**config.mk**
```make
export PLATFORM = sky130hd
export DESIGN_NAME = uart_control_two
export DESIGN_NICKNAME = d
export VERILOG_FILES = /design/src/inc/uart_control_two_pkg.sv /design/src/design/uart_control_two.sv
export VERILOG_INCLUDE_DIRS = /design/src /design/src/inc
export SDC_FILE = /design/constraint.sdc
export NUM_CORES = 1
export LEC_CHECK = 0
export BUFFER_PORTS_ARGS = -buffer_cell sky130_fd_sc_hd__buf_2
export CAP_MARGIN = 15
export CORE_ASPECT_RATIO = 0.9
export CORE_MARGIN = 1
export CORE_UTILIZATION = 52
export CTS_CLUSTER_DIAMETER = 200
export CTS_CLUSTER_SIZE = 30
export DETAILED_ROUTE_END_ITERATION = 7
export PLACE_DENSITY = 0.72
export SYNTH_ARGS = -nofsm -noshare
export SYNTH_HDL_FRONTEND = slang
export SYNTH_SLANG_ARGS = --single-unit
```
**constraint.sdc**
```tcl
create_clock -name pclk -period 2.3 [get_ports pclk]
set_input_delay 0.115 -clock pclk [delete_from_list [all_inputs] [get_ports pclk]]
set_output_delay 0.115 -clock pclk [all_outputs]
set_load 0.01 [all_outputs]
```
**src/inc/uart_control_two_params.svh**
```systemverilog
// Register map, field positions, reset values and frame counts of the serial control block
`ifndef UART_CONTROL_TWO_PARAMS_SVH
`define UART_CONTROL_TWO_PARAMS_SVH

`define OFS_CTRL_ONE     8'h00
`define OFS_CTRL_TWO     8'h04
`define OFS_FLAGS        8'h08
`define OFS_DATA         8'h0C
`define OFS_EV_STATUS    8'h10
`define OFS_EV_CLEAR     8'h14
`define OFS_EV_ENABLE    8'h18

`define C2_TX_EMPTY_IE   7
`define C2_TX_DONE_IE    6
`define C2_RX_FULL_IE    5
`define C2_QUIET_IE      4
`define C2_TX_ON         3
`define C2_RX_ON         2
`define C2_RX_STANDBY    1
`define C2_BREAK_QUEUE   0
`define C2_RESET         8'h00

`define C1_LOOPBACK      7
`define C1_RX_SOURCE     5
`define C1_NINE_BIT      4
`define C1_WAKE_MARK     3
`define C1_LONG_BREAK    1
`define C1_ONE_WIRE_DIR  0
`define C1_RESET         8'h00

`define FL_TX_EMPTY      3
`define FL_TX_DONE       2
`define FL_RX_FULL       1
`define FL_QUIET         0
`define FLAGS_RESET      4'hC

`define EV_BREAK_DONE    0
`define EV_WAKEUP        1
`define EV_FRAME_ERR     2
`define EV_WIDTH         3

`define FRAME_BITS_8     4'hA
`define FRAME_BITS_9     4'hB
`define BREAK_BITS_LONG8 4'hD
`define BREAK_BITS_LONG9 4'hE
`define BIT_CYCLES_DEF   16

`endif

```
**src/inc/uart_control_two_pkg.sv**
```systemverilog
// Types shared by the serial control block
package uart_control_two_pkg;
    typedef enum logic [1:0] {TX_IDLE, TX_DATA, TX_BREAK, TX_PREAMBLE} tx_state_t;
    typedef enum logic {RX_WAIT, RX_BITS} rx_state_t;
    typedef logic [7:0] apb_addr_t;
endpackage

```
**src/design/uart_control_two.sv**
```systemverilog
// Serial interface with its second control register, reached over APB
`timescale 1ns/100ps
`default_nettype none
`include "uart_control_two_params.svh"

module uart_control_two
#(
    parameter int BIT_CYCLES = `BIT_CYCLES_DEF
) (
    // Clock and reset
    input  wire logic                          pclk,
    input  wire logic                          presetn,
    // APB slave
    input  wire uart_control_two_pkg::apb_addr_t paddr,
    input  wire logic                          psel,
    input  wire logic                          penable,
    input  wire logic                          pwrite,
    input  wire logic [31:0]                   pwdata,
    output logic      [31:0]                   prdata,
    output logic                               pready,
    output logic                               pslverr,
    // Serial pins
    output logic                               tx_pin_out,
    output logic                               tx_pin_oe,
    input  wire logic                          tx_pin_in,
    input  wire logic                          rx_pin_in,
    output logic                               rx_pin_claim,
    // Interrupt
    output logic                               irq
);
    import uart_control_two_pkg::*;

    localparam logic [15:0] BIT_LAST = 16'(BIT_CYCLES - 1);
    localparam logic [15:0] BIT_HALF = 16'(BIT_CYCLES / 2);

    // Registered state
    logic [7:0]            ctrl_one, ctrl_two;
    logic [3:0]            flags;
    logic [8:0]            tx_buf, rx_buf;
    logic [`EV_WIDTH-1:0]  ev_status, ev_enable;
    tx_state_t             tx_state;
    rx_state_t             rx_state;
    logic [15:0]           tx_cnt, rx_cnt;
    logic [3:0]            tx_left, rx_idx, quiet_bits;
    logic [10:0]           tx_shift;
    logic [9:0]            rx_shift;
    logic                  break_pend, idle_pend, rx_active, quiet_armed, tx_out;
    logic                  rx_s1, rx_s2, txp_s1, txp_s2;

    // Next values
    logic [7:0]            next_ctrl_one, next_ctrl_two;
    logic [3:0]            next_flags;
    logic [8:0]            next_tx_buf, next_rx_buf;
    logic [`EV_WIDTH-1:0]  next_ev_status, next_ev_enable, ev_set;
    tx_state_t             next_tx_state;
    rx_state_t             next_rx_state;
    logic [15:0]           next_tx_cnt, next_rx_cnt;
    logic [3:0]            next_tx_left, next_rx_idx, next_quiet_bits;
    logic [10:0]           next_tx_shift;
    logic [9:0]            next_rx_shift;
    logic                  next_break_pend, next_idle_pend, next_rx_active;
    logic                  next_quiet_armed, next_tx_out;
    // Decoded helpers
    logic        wr, rd, mapped, loop, one_wire, nine, tx_tick, rx_tick, rx_line, tx_owned;
    logic [3:0]  frame_len, break_len, last_idx;
    logic        rx_msb;

    assign wr   = psel & penable & pwrite;
    assign rd   = psel & penable & ~pwrite;
    assign loop = ctrl_one[`C1_LOOPBACK];
    assign one_wire = loop & ctrl_one[`C1_RX_SOURCE];
    assign nine = ctrl_one[`C1_NINE_BIT];
    assign frame_len = nine ? `FRAME_BITS_9 : `FRAME_BITS_8;
    assign break_len = ctrl_one[`C1_LONG_BREAK] ? (nine ? `BREAK_BITS_LONG9 : `BREAK_BITS_LONG8)
                                                : frame_len;
    assign last_idx = frame_len - 4'h2;
    assign tx_tick  = (tx_cnt == BIT_LAST);
    assign rx_tick  = (rx_cnt == BIT_LAST);
    assign rx_msb   = nine ? rx_shift[8] : rx_shift[7];

    always_comb begin
        unique case (paddr)
            `OFS_CTRL_ONE, `OFS_CTRL_TWO, `OFS_FLAGS, `OFS_DATA,
            `OFS_EV_STATUS, `OFS_EV_CLEAR, `OFS_EV_ENABLE: mapped = 1'b1;
            default: mapped = 1'b0;
        endcase
    end

    // Zero wait states; unmapped addresses answer with an error
    assign pready  = 1'b1;
    assign pslverr = psel & penable & ~mapped;

    // Receiver input source: loopback uses the transmitter, single wire with the pin released (input direction) the shared pin
    always_comb begin
        if (!loop) begin
            rx_line = rx_s2;
        end else if (one_wire && !ctrl_one[`C1_ONE_WIRE_DIR]) begin
            rx_line = txp_s2;
        end else begin
            rx_line = tx_out;
        end
    end

    // Pin ownership
    assign tx_owned     = ctrl_two[`C2_TX_ON] | (tx_state != TX_IDLE)
                        | break_pend | idle_pend;
    assign tx_pin_oe    = tx_owned & ~(one_wire & ~ctrl_one[`C1_ONE_WIRE_DIR]);
    assign tx_pin_out   = tx_out;
    assign rx_pin_claim = ctrl_two[`C2_RX_ON] & ~loop;

    // Flag interrupts with their enables, plus the sticky event interrupts
    assign irq = |(flags & ctrl_two[`C2_TX_EMPTY_IE:`C2_QUIET_IE])
               | |(ev_status & ev_enable);

    always_comb begin
        next_ctrl_one    = ctrl_one;
        next_ctrl_two    = ctrl_two;
        next_flags       = flags;
        next_tx_buf      = tx_buf;
        next_rx_buf      = rx_buf;
        next_ev_enable   = ev_enable;
        ev_set           = '0;
        next_tx_state    = tx_state;
        next_rx_state    = rx_state;
        next_tx_cnt      = tx_cnt;
        next_rx_cnt      = rx_cnt;
        next_tx_left     = tx_left;
        next_rx_idx      = rx_idx;
        next_quiet_bits  = quiet_bits;
        next_tx_shift    = tx_shift;
        next_rx_shift    = rx_shift;
        next_break_pend  = break_pend;
        next_idle_pend   = idle_pend;
        next_rx_active   = rx_active;
        next_quiet_armed = quiet_armed;
        next_tx_out      = tx_out;

        // Software side first; hardware below overrides so a hardware set wins over a software clear, except for done
        if (wr) begin
            unique case (paddr)
                `OFS_CTRL_ONE: next_ctrl_one = pwdata[7:0];
                `OFS_CTRL_TWO: begin
                    next_ctrl_two = pwdata[7:0];
                    if (pwdata[`C2_TX_ON] && !ctrl_two[`C2_TX_ON]) begin
                        next_idle_pend = 1'b1;
                        next_flags[`FL_TX_DONE] = 1'b0;
                    end
                    if (pwdata[`C2_BREAK_QUEUE]) begin
                        next_break_pend = 1'b1;
                        next_flags[`FL_TX_DONE] = 1'b0;
                    end
                end
                `OFS_DATA: begin
                    next_tx_buf = pwdata[8:0];
                    next_flags[`FL_TX_EMPTY] = 1'b0;
                    next_flags[`FL_TX_DONE]  = 1'b0;
                end
                `OFS_EV_ENABLE: next_ev_enable = pwdata[`EV_WIDTH-1:0];
                default: ;
            endcase
        end
        if (rd && paddr == `OFS_DATA) begin
            next_flags[`FL_RX_FULL] = 1'b0;
            next_flags[`FL_QUIET]   = 1'b0;
        end

        // Transmitter
        next_tx_cnt = (tx_state == TX_IDLE || tx_tick) ? 16'h0000 : tx_cnt + 16'h0001;
        unique case (tx_state)
            TX_IDLE: begin
                next_tx_out = 1'b1;
                if (idle_pend) begin
                    next_idle_pend = 1'b0;
                    next_tx_left   = frame_len;
                    next_tx_state  = TX_PREAMBLE;
                end else if (break_pend || ctrl_two[`C2_BREAK_QUEUE]) begin
                    next_break_pend = 1'b0;
                    next_tx_left    = break_len;
                    next_tx_out     = 1'b0;
                    next_tx_state   = TX_BREAK;
                end else if (ctrl_two[`C2_TX_ON] && !flags[`FL_TX_EMPTY]) begin
                    next_tx_shift = nine ? {1'b1, tx_buf, 1'b0} : {2'b11, tx_buf[7:0], 1'b0};
                    next_tx_left  = frame_len;
                    next_tx_out   = 1'b0;
                    next_flags[`FL_TX_EMPTY] = 1'b1;
                    next_tx_state = TX_DATA;
                // A data, idle or break request landing this cycle keeps done low
                end else if (next_flags[`FL_TX_EMPTY] && !next_idle_pend && !next_break_pend) begin
                    next_flags[`FL_TX_DONE] = 1'b1;
                end
            end
            TX_DATA, TX_BREAK, TX_PREAMBLE: begin
                if (tx_tick) begin
                    next_tx_left  = tx_left - 4'h1;
                    next_tx_shift = {1'b1, tx_shift[10:1]};
                    if (tx_state == TX_DATA) begin
                        next_tx_out = tx_shift[1];
                    end
                    if (tx_left == 4'h1) begin
                        next_tx_out   = 1'b1;
                        next_tx_state = TX_IDLE;
                        ev_set[`EV_BREAK_DONE] = (tx_state == TX_BREAK);
                    end
                end
            end
        endcase

        // Receiver
        next_rx_cnt = (rx_tick) ? 16'h0000 : rx_cnt + 16'h0001;
        unique case (rx_state)
            RX_WAIT: begin
                if (!ctrl_two[`C2_RX_ON]) begin
                    next_quiet_bits = 4'h0;
                end else if (!rx_line) begin
                    next_rx_cnt     = BIT_HALF;
                    next_rx_idx     = 4'hF;
                    next_rx_active  = 1'b1;
                    next_quiet_bits = 4'h0;
                    next_rx_state   = RX_BITS;
                end else if (rx_tick && rx_active) begin
                    next_quiet_bits = quiet_bits + 4'h1;
                    if (quiet_bits + 4'h1 == frame_len) begin
                        // One event per idle period: activity must be seen again first
                        next_rx_active = 1'b0;
                        if (quiet_armed) begin
                            next_flags[`FL_QUIET] = 1'b1;
                            next_quiet_armed = 1'b0;
                        end
                        if (ctrl_two[`C2_RX_STANDBY] && !ctrl_one[`C1_WAKE_MARK]) begin
                            next_ctrl_two[`C2_RX_STANDBY] = 1'b0;
                            ev_set[`EV_WAKEUP] = 1'b1;
                        end
                    end
                end
            end
            RX_BITS: begin
                if (rx_tick) begin
                    next_rx_idx = rx_idx + 4'h1;
                    if (rx_idx == 4'hF) begin
                        if (rx_line) begin
                            next_rx_state = RX_WAIT; // false start
                        end
                    end else begin
                        next_rx_shift[rx_idx] = rx_line;
                    end
                    if (rx_idx == last_idx) begin
                        next_rx_state = RX_WAIT;
                        ev_set[`EV_FRAME_ERR] = ~rx_line;
                    end
                end
            end
        endcase
        // Character complete: taken unless the receiver sleeps
        if (rx_state == RX_BITS && rx_tick && rx_idx == last_idx) begin
            if (ctrl_two[`C2_RX_STANDBY] && ctrl_one[`C1_WAKE_MARK] && rx_msb) begin
                next_ctrl_two[`C2_RX_STANDBY] = 1'b0;
                ev_set[`EV_WAKEUP] = 1'b1;
            end
            if (!ctrl_two[`C2_RX_STANDBY] || next_ctrl_two[`C2_RX_STANDBY] == 1'b0) begin
                next_rx_buf = nine ? rx_shift[8:0] : {1'b0, rx_shift[7:0]};
                next_flags[`FL_RX_FULL] = 1'b1;
                next_quiet_armed = 1'b1;
            end
        end

        // Sticky events: a clear write never swallows a same-cycle event
        next_ev_status = ((wr && paddr == `OFS_EV_CLEAR) ? ev_status & ~pwdata[`EV_WIDTH-1:0]
                                                         : ev_status) | ev_set;
    end

    always_comb begin
        prdata = 32'h0000_0000;
        if (rd) begin
            unique case (paddr)
                `OFS_CTRL_ONE:  prdata[7:0] = ctrl_one;
                `OFS_CTRL_TWO:  prdata[7:0] = ctrl_two;
                `OFS_FLAGS:     prdata[3:0] = flags;
                `OFS_DATA:      prdata[8:0] = rx_buf;
                `OFS_EV_STATUS: prdata[`EV_WIDTH-1:0] = ev_status;
                `OFS_EV_ENABLE: prdata[`EV_WIDTH-1:0] = ev_enable;
                default: ;
            endcase
        end
    end

    // Pin synchronisers: the first stage feeds only the second
    always_ff @(posedge pclk or negedge presetn) begin
        if (!presetn) begin
            rx_s1  <= 1'b1;
            rx_s2  <= 1'b1;
            txp_s1 <= 1'b1;
            txp_s2 <= 1'b1;
        end else begin
            rx_s1  <= rx_pin_in;
            rx_s2  <= rx_s1;
            txp_s1 <= tx_pin_in;
            txp_s2 <= txp_s1;
        end
    end

    always_ff @(posedge pclk or negedge presetn) begin
        if (!presetn) begin
            ctrl_one    <= `C1_RESET;
            ctrl_two    <= `C2_RESET;
            flags       <= `FLAGS_RESET;
            tx_buf      <= 9'h000;
            rx_buf      <= 9'h000;
            ev_status   <= '0;
            ev_enable   <= '0;
            tx_state    <= TX_IDLE;
            rx_state    <= RX_WAIT;
            tx_cnt      <= 16'h0000;
            rx_cnt      <= 16'h0000;
            tx_left     <= 4'h0;
            rx_idx      <= 4'h0;
            quiet_bits  <= 4'h0;
            tx_shift    <= 11'h7FF;
            rx_shift    <= 10'h000;
            break_pend  <= 1'b0;
            idle_pend   <= 1'b0;
            rx_active   <= 1'b0;
            quiet_armed <= 1'b0;
            tx_out      <= 1'b1;
        end else begin
            ctrl_one    <= next_ctrl_one;
            ctrl_two    <= next_ctrl_two;
            flags       <= next_flags;
            tx_buf      <= next_tx_buf;
            rx_buf      <= next_rx_buf;
            ev_status   <= next_ev_status;
            ev_enable   <= next_ev_enable;
            tx_state    <= next_tx_state;
            rx_state    <= next_rx_state;
            tx_cnt      <= next_tx_cnt;
            rx_cnt      <= next_rx_cnt;
            tx_left     <= next_tx_left;
            rx_idx      <= next_rx_idx;
            quiet_bits  <= next_quiet_bits;
            tx_shift    <= next_tx_shift;
            rx_shift    <= next_rx_shift;
            break_pend  <= next_break_pend;
            idle_pend   <= next_idle_pend;
            rx_active   <= next_rx_active;
            quiet_armed <= next_quiet_armed;
            tx_out      <= next_tx_out;
        end
    end
endmodule
`default_nettype wire

```
# [After elaboration in Yosys (flattened, before gate mapping)]
# Cells that the tools add are included.
[word_totals] register_bits=121 word_cells=257
[classes] add_sub_neg=6 mux=125 magnitude_cmp=2 reduce_logical=44 bitwise_logic=26 eq_ne=28
[ops] cell="$mux W16" n=5
[ops] cell="$mux W1" n=76
[ops] cell="$mux W11" n=4
[ops] cell="$mux W4" n=10
[ops] cell="$add A16 B1 Y16 const B" n=2
[ops] cell="$eq A16 B4 Y1 const B" n=2
[ops] cell="$mux W2" n=13
[ops] cell="$eq A8 B5 Y1 const B" n=3
[ops] cell="$pmux W11 S2" n=1
[ops] cell="$mux W9" n=2
[ops] cell="$pmux W3 S6" n=1
[ops] cell="$eq A8 B4 Y1 const B" n=2
[ops] cell="$pmux W4 S2" n=2
[ops] cell="$reduce_and A2 Y1" n=8
[ops] cell="$logic_and A1 B1 Y1" n=14
[ops] cell="$ne A2 B2 Y1 const B" n=6
[ops] cell="$pmux W4 S3" n=1
[ops] cell="$bwmux W10" n=1
[ops] cell="$mux W10" n=1
[ops] cell="$not A1 Y1" n=9
[ops] cell="$reduce_and A3 Y1" n=3
[ops] cell="$add A4 B1 Y4 const B" n=2
[ops] cell="$and A1 B1 Y1" n=8
[ops] cell="$eq A4 B4 Y1" n=2
[ops] cell="other kinds (32)" n=53

# [Logic depth before layout (Yosys ltp)]
[depth] ltp_word=15 ltp_mapped=7 ltp_nobuf=6

# [Worst setup path before layout]
# OpenSTA, ideal clock, no wires.
[synth_path] path_type="reg-to-reg" from="register rx_cnt[9]" to="register rx_buf[0]" arrival_ns=2.160 required_time_ns=2.175 period_less_slack_ns=2.285 path_slack_ns=0.015 stages_incl_launch_ff=6 setup_ns=0.125 cell_sequence="dfrtp_1 or4_4 nor4_4 nand4_1 a21oi_4 mux2_2"
[synth_via] elab_chain_cells=11 word_cells_on_any_way=13
[synth_lines] element="start: declaration" line_no="uart_control_two.sv:43" source="logic [15:0] tx_cnt, rx_cnt;"
[synth_lines] element="start signal: assignment" line_no="uart_control_two.sv:335" source="rx_cnt <= next_rx_cnt;"
[synth_lines] element="$eq A16 B4 Y1 *" line_no="uart_control_two.sv:78" source="assign rx_tick = (rx_cnt == BIT_LAST);"
[synth_lines] element="$logic_and A1 B1 Y1" line_no="uart_control_two.sv:220" source="end else if (rx_tick && rx_active) begin"
[synth_lines] element="$mux W1" line_no="uart_control_two.sv:220"
[synth_lines] element="$mux W1" line_no="uart_control_two.sv:214" source="end else if (!rx_line) begin"
[synth_lines] element="$mux W1" line_no="uart_control_two.sv:212" source="if (!ctrl_two[`C2_RX_ON]) begin"
[synth_lines] element="$mux W1" line_no="uart_control_two.sv:210" source="unique case (rx_state)"
[synth_lines] element="$mux W1" line_no="uart_control_two.sv:255" source="if (ctrl_two[`C2_RX_STANDBY] && ctrl_one[`C1_WAKE_MARK] && rx_msb) begin"
[synth_lines] element="$mux W1" line_no="uart_control_two.sv:254" source="if (rx_state == RX_BITS && rx_tick && rx_idx == last_idx) begin"
[synth_lines] element="$not A1 Y1" line_no="uart_control_two.sv:259" source="if (!ctrl_two[`C2_RX_STANDBY] || next_ctrl_two[`C2_RX_STANDBY] == 1'b0) begin"
[synth_lines] element="$logic_or A1 B1 Y1" line_no="uart_control_two.sv:259"
[synth_lines] element="$reduce_and A2 Y1 (no line) *"
[synth_lines] element="end signal: assignment" line_no="uart_control_two.sv:329" source="rx_buf <= next_rx_buf;"
[synth_lines] element="end: declaration" line_no="uart_control_two.sv:39" source="logic [8:0] tx_buf, rx_buf;"
# Every way passes the cells marked *; elsewhere a longest branch is shown, timed or not. The select of a mux whose other input is x is not followed.
# A chain may end at the register's enable or synchronous reset.

# [Worst setup path in the final report]
# Same ends and word-level chain as after synthesis.

==> metrics.txt <==
Initial DRC Count=409; clock-pin slew on the worst setup and hold paths=50 ps; Placed Instances=804; DRC errors left=0; commonest non-fill, non-tap cell in the layout=dfrtp_1; largest net degree at the start of global routing=56; area of the multi-input gates=2952 um2; Post-DP Area=6600 um2; worst min path class=input pin to flip-flop; hold slack=21.79 ps; DIE AREA=12150 um2; Rows=37; CTS Buf Count=17; FF+latch count, synth=118; Synth async-reset ratio=1.000; Tcrit/Tclk final=1.008; vias in the first global route=4658; Setup WS pre-CTS=-80.85 ps; ant diodes=0; clk_lat worst skew=roughly 400 ps; Starting Density=0.5328; R2R Path End=rx_buf[0]; vias=roughly 4700; worst slew pin tran=just under 700 ps; Max Transition Viols Final=0; max incr delay on CP=580 ps; layout cell share with drive strength beyond 1=0.2789; synth warn=0; Num Clock Sinks=118; first-pass GRT wire length=around 23000 um; CP Class=flip-flop to flip-flop; DRT Wirelength=13780 um; Detailed Routing Iterations Pass 1=6; ordered list of cells on the worst path=or4_4, nor4_4, o2111ai_4, a21oi_4, mux2_2; final cell count without fillers=848; Critical Path Start Type=flip-flop; WP data arrival=2610 ps; Max Clk Rate=0.4313 GHz; Worst R2R Start=rx_cnt[9]; Global Route Usage Sum=0.2426; max cap viols=0; skew final=8.120 ps; worst hold path depth=2; GP Congestion=0.8885; Syn-to-layout area delta=21.63%; initial antenna violation count=0; failing checks=setup timing; reg2reg setup slack=-20 ps; cells on worst reg2reg path=5; Post-synth EDFFs=0; run status=complete, but fails checks; critical path fanouts, max=5; Sequential Area=2973 um2; Max stage delay cell, worst path=or4_4; clock root buffer=clkbuf_16; port buffer count=37; Final min period=2319 ps; Die Wd=116.1 um; sequential area share after synthesis=0.4880; num ports=85; total gr overflow=0; average cell area after synthesis=about 10 um2; clock buffer depth=2; post-DP HPWL=~9600 um; # setup viols final=4; core footprint=11430 um2; HP Start=pwdata[4]; die height=104.7 um; Design Area, Final=7410 um2; htree depth=4; post-synth cell types=60; nets=736; critical path data required time=2590 ps; worst vdd ir=530.8 uV; Post-Synthesis Cells=~600; average wire per standard cell=16.24 um; top_reg_cell synth=dfrtp_1; overall power=~0.0058 W; Worst Slack Setup Final=-18.82 ps; Fillers=a little over 900; most frequent cells in the layout=dfrtp_1 (102), nand2_1 (67), nor2_1 (55), mux2_2 (41), buf_4 (41); DR vias/cell=5.557; Cell Pwr Density=between 700 and 800 nW/um2; slew margin rel.=0.5425; Netlist Area Pre-Place=slightly above 6000 um2; Fin. Hold Viols=0; RSZ-0062 raised after global routing=yes; CP Capture Type=flip-flop; CTS tree=built; Routed Antenna Nets=0; Hold Path End=tx_buf[4]; Leak Pwr=between 3 and 4 nW
-- cell families after synthesis --
family	count (synthesis)	share of synthesized area
flops	118	0.4880
mux	61	0.1095
buf+inv	63	0.05422
compound gates	83	0.09140
simple gates	226	0.1906
xor+xnor	31	0.04457
fa+ha+maj	10	0.02054
other cells	2	0.001233
-- what timing repair did --
action                                  CTS  global route
pin swaps                                 4             3
hold buffers                              8             0
cloned                                    1             0
hold endpoints to repair                 47             0
buffers inserted                          1             2
resized for setup                         4             9
endpoints found under the setup margin    9            22
-- per-layer routing --
layer	share of wire	GRT usage
met1	0.46	0.3283
met2	0.48	0.3861
met3	0.052	0.05626
met4	0.0096	0.07326
met5	0	0
-- worst max-delay path by stage --
stage / start / endpoint / slack (ps)
floorplan: rx_cnt[9] / rx_buf[0] / 20
global placement: rx_cnt[9] / rx_buf[6] / -30
detailed placement: rx_cnt[9] / rx_buf[4] / -80
CTS: rx_cnt[12] / rx_buf[3] / -30
global route: rx_cnt[9] / rx_buf[0] / -90
finish: rx_cnt[9] / rx_buf[0] / -20
-- worst max-delay path: cells and delay by family (launching register included) --
| kind | cells | cell delay [ps] |
|---|---|---|
| flops | 1 | 370 |
| mux | 1 | 370 |
| simple gates | 2 | 950 |
| compound gates | 2 | 500 |
-- registers in the layout (all words and copies together) (netlist names), 2 cells and up --
| signal | count |
|---|---|
| rx_buf | 9 |
| flags | 4 |
| tx_left | 4 |
| ev_status | 3 |
| ctrl_two | 8 |
| tx_buf | 9 |
| rx_cnt | 16 |
| rx_shift | 9 |
| rx_idx | 4 |
| quiet_bits | 4 |
| tx_shift | 9 |
| ctrl_one | 8 |
| tx_cnt | 16 |
| ev_enable | 3 |
| tx_state | 2 |
-- power breakdown --
group | internal [W] | switching (W)
sequential | 0.00219 | 0.000111
combinational | 0.000294 | 0.000413
clock | 0.00182 | 0.000948
-- through the flow --
step,utilization,TNS (ps)
6_report,0.6480,-49.55
2_1_floorplan,-,0
4_1_cts,0.6431,-175.4
3_3_place_gp,0.5772,-232.6
5_1_grt,0.6480,-493.7
3_5_place_dp,0.5772,-580.1
-- cells in the mapped netlist, types with 4 or more instances --
cell | n | area [um2]
clkbuf_1 | 14 | 52.55
nand2_1 | 67 | 251.5
and2_1 | 10 | 62.56
o211ai_1 | 4 | 30.03
buf_4 | 24 | 180.2
inv_1 | 20 | 75.07
dfstp_2 | 16 | 420.4
o21ai_0 | 24 | 120.1
a31oi_1 | 5 | 31.28
nor2_1 | 55 | 206.5
a21oi_1 | 17 | 85.08
xor2_1 | 18 | 157.7
nand3_1 | 19 | 95.09
nor4_1 | 10 | 62.56
and3_1 | 13 | 81.33
nand4_1 | 8 | 50.05
a222oi_1 | 6 | 60.06
nand2b_1 | 5 | 31.28
nor3_1 | 8 | 40.04
dfrtp_1 | 102 | 2552
or2_2 | 4 | 25.02
mux2_2 | 45 | 506.7
mux2i_1 | 16 | 160.2
xnor2_1 | 13 | 113.9
ha_1 | 10 | 125.1
-- layout make-up --
type	instances	share of cell area
repair buffers	86	0.07937
inverters	20	0.01013
clock inverters	11	0.01976
multi-input cells	436	0.3983
clock buffers	21	0.06484
flip-flops and latches	118	0.4012
well taps	156	0.02634
No activity file was read; power rests on OpenSTA's default activity.
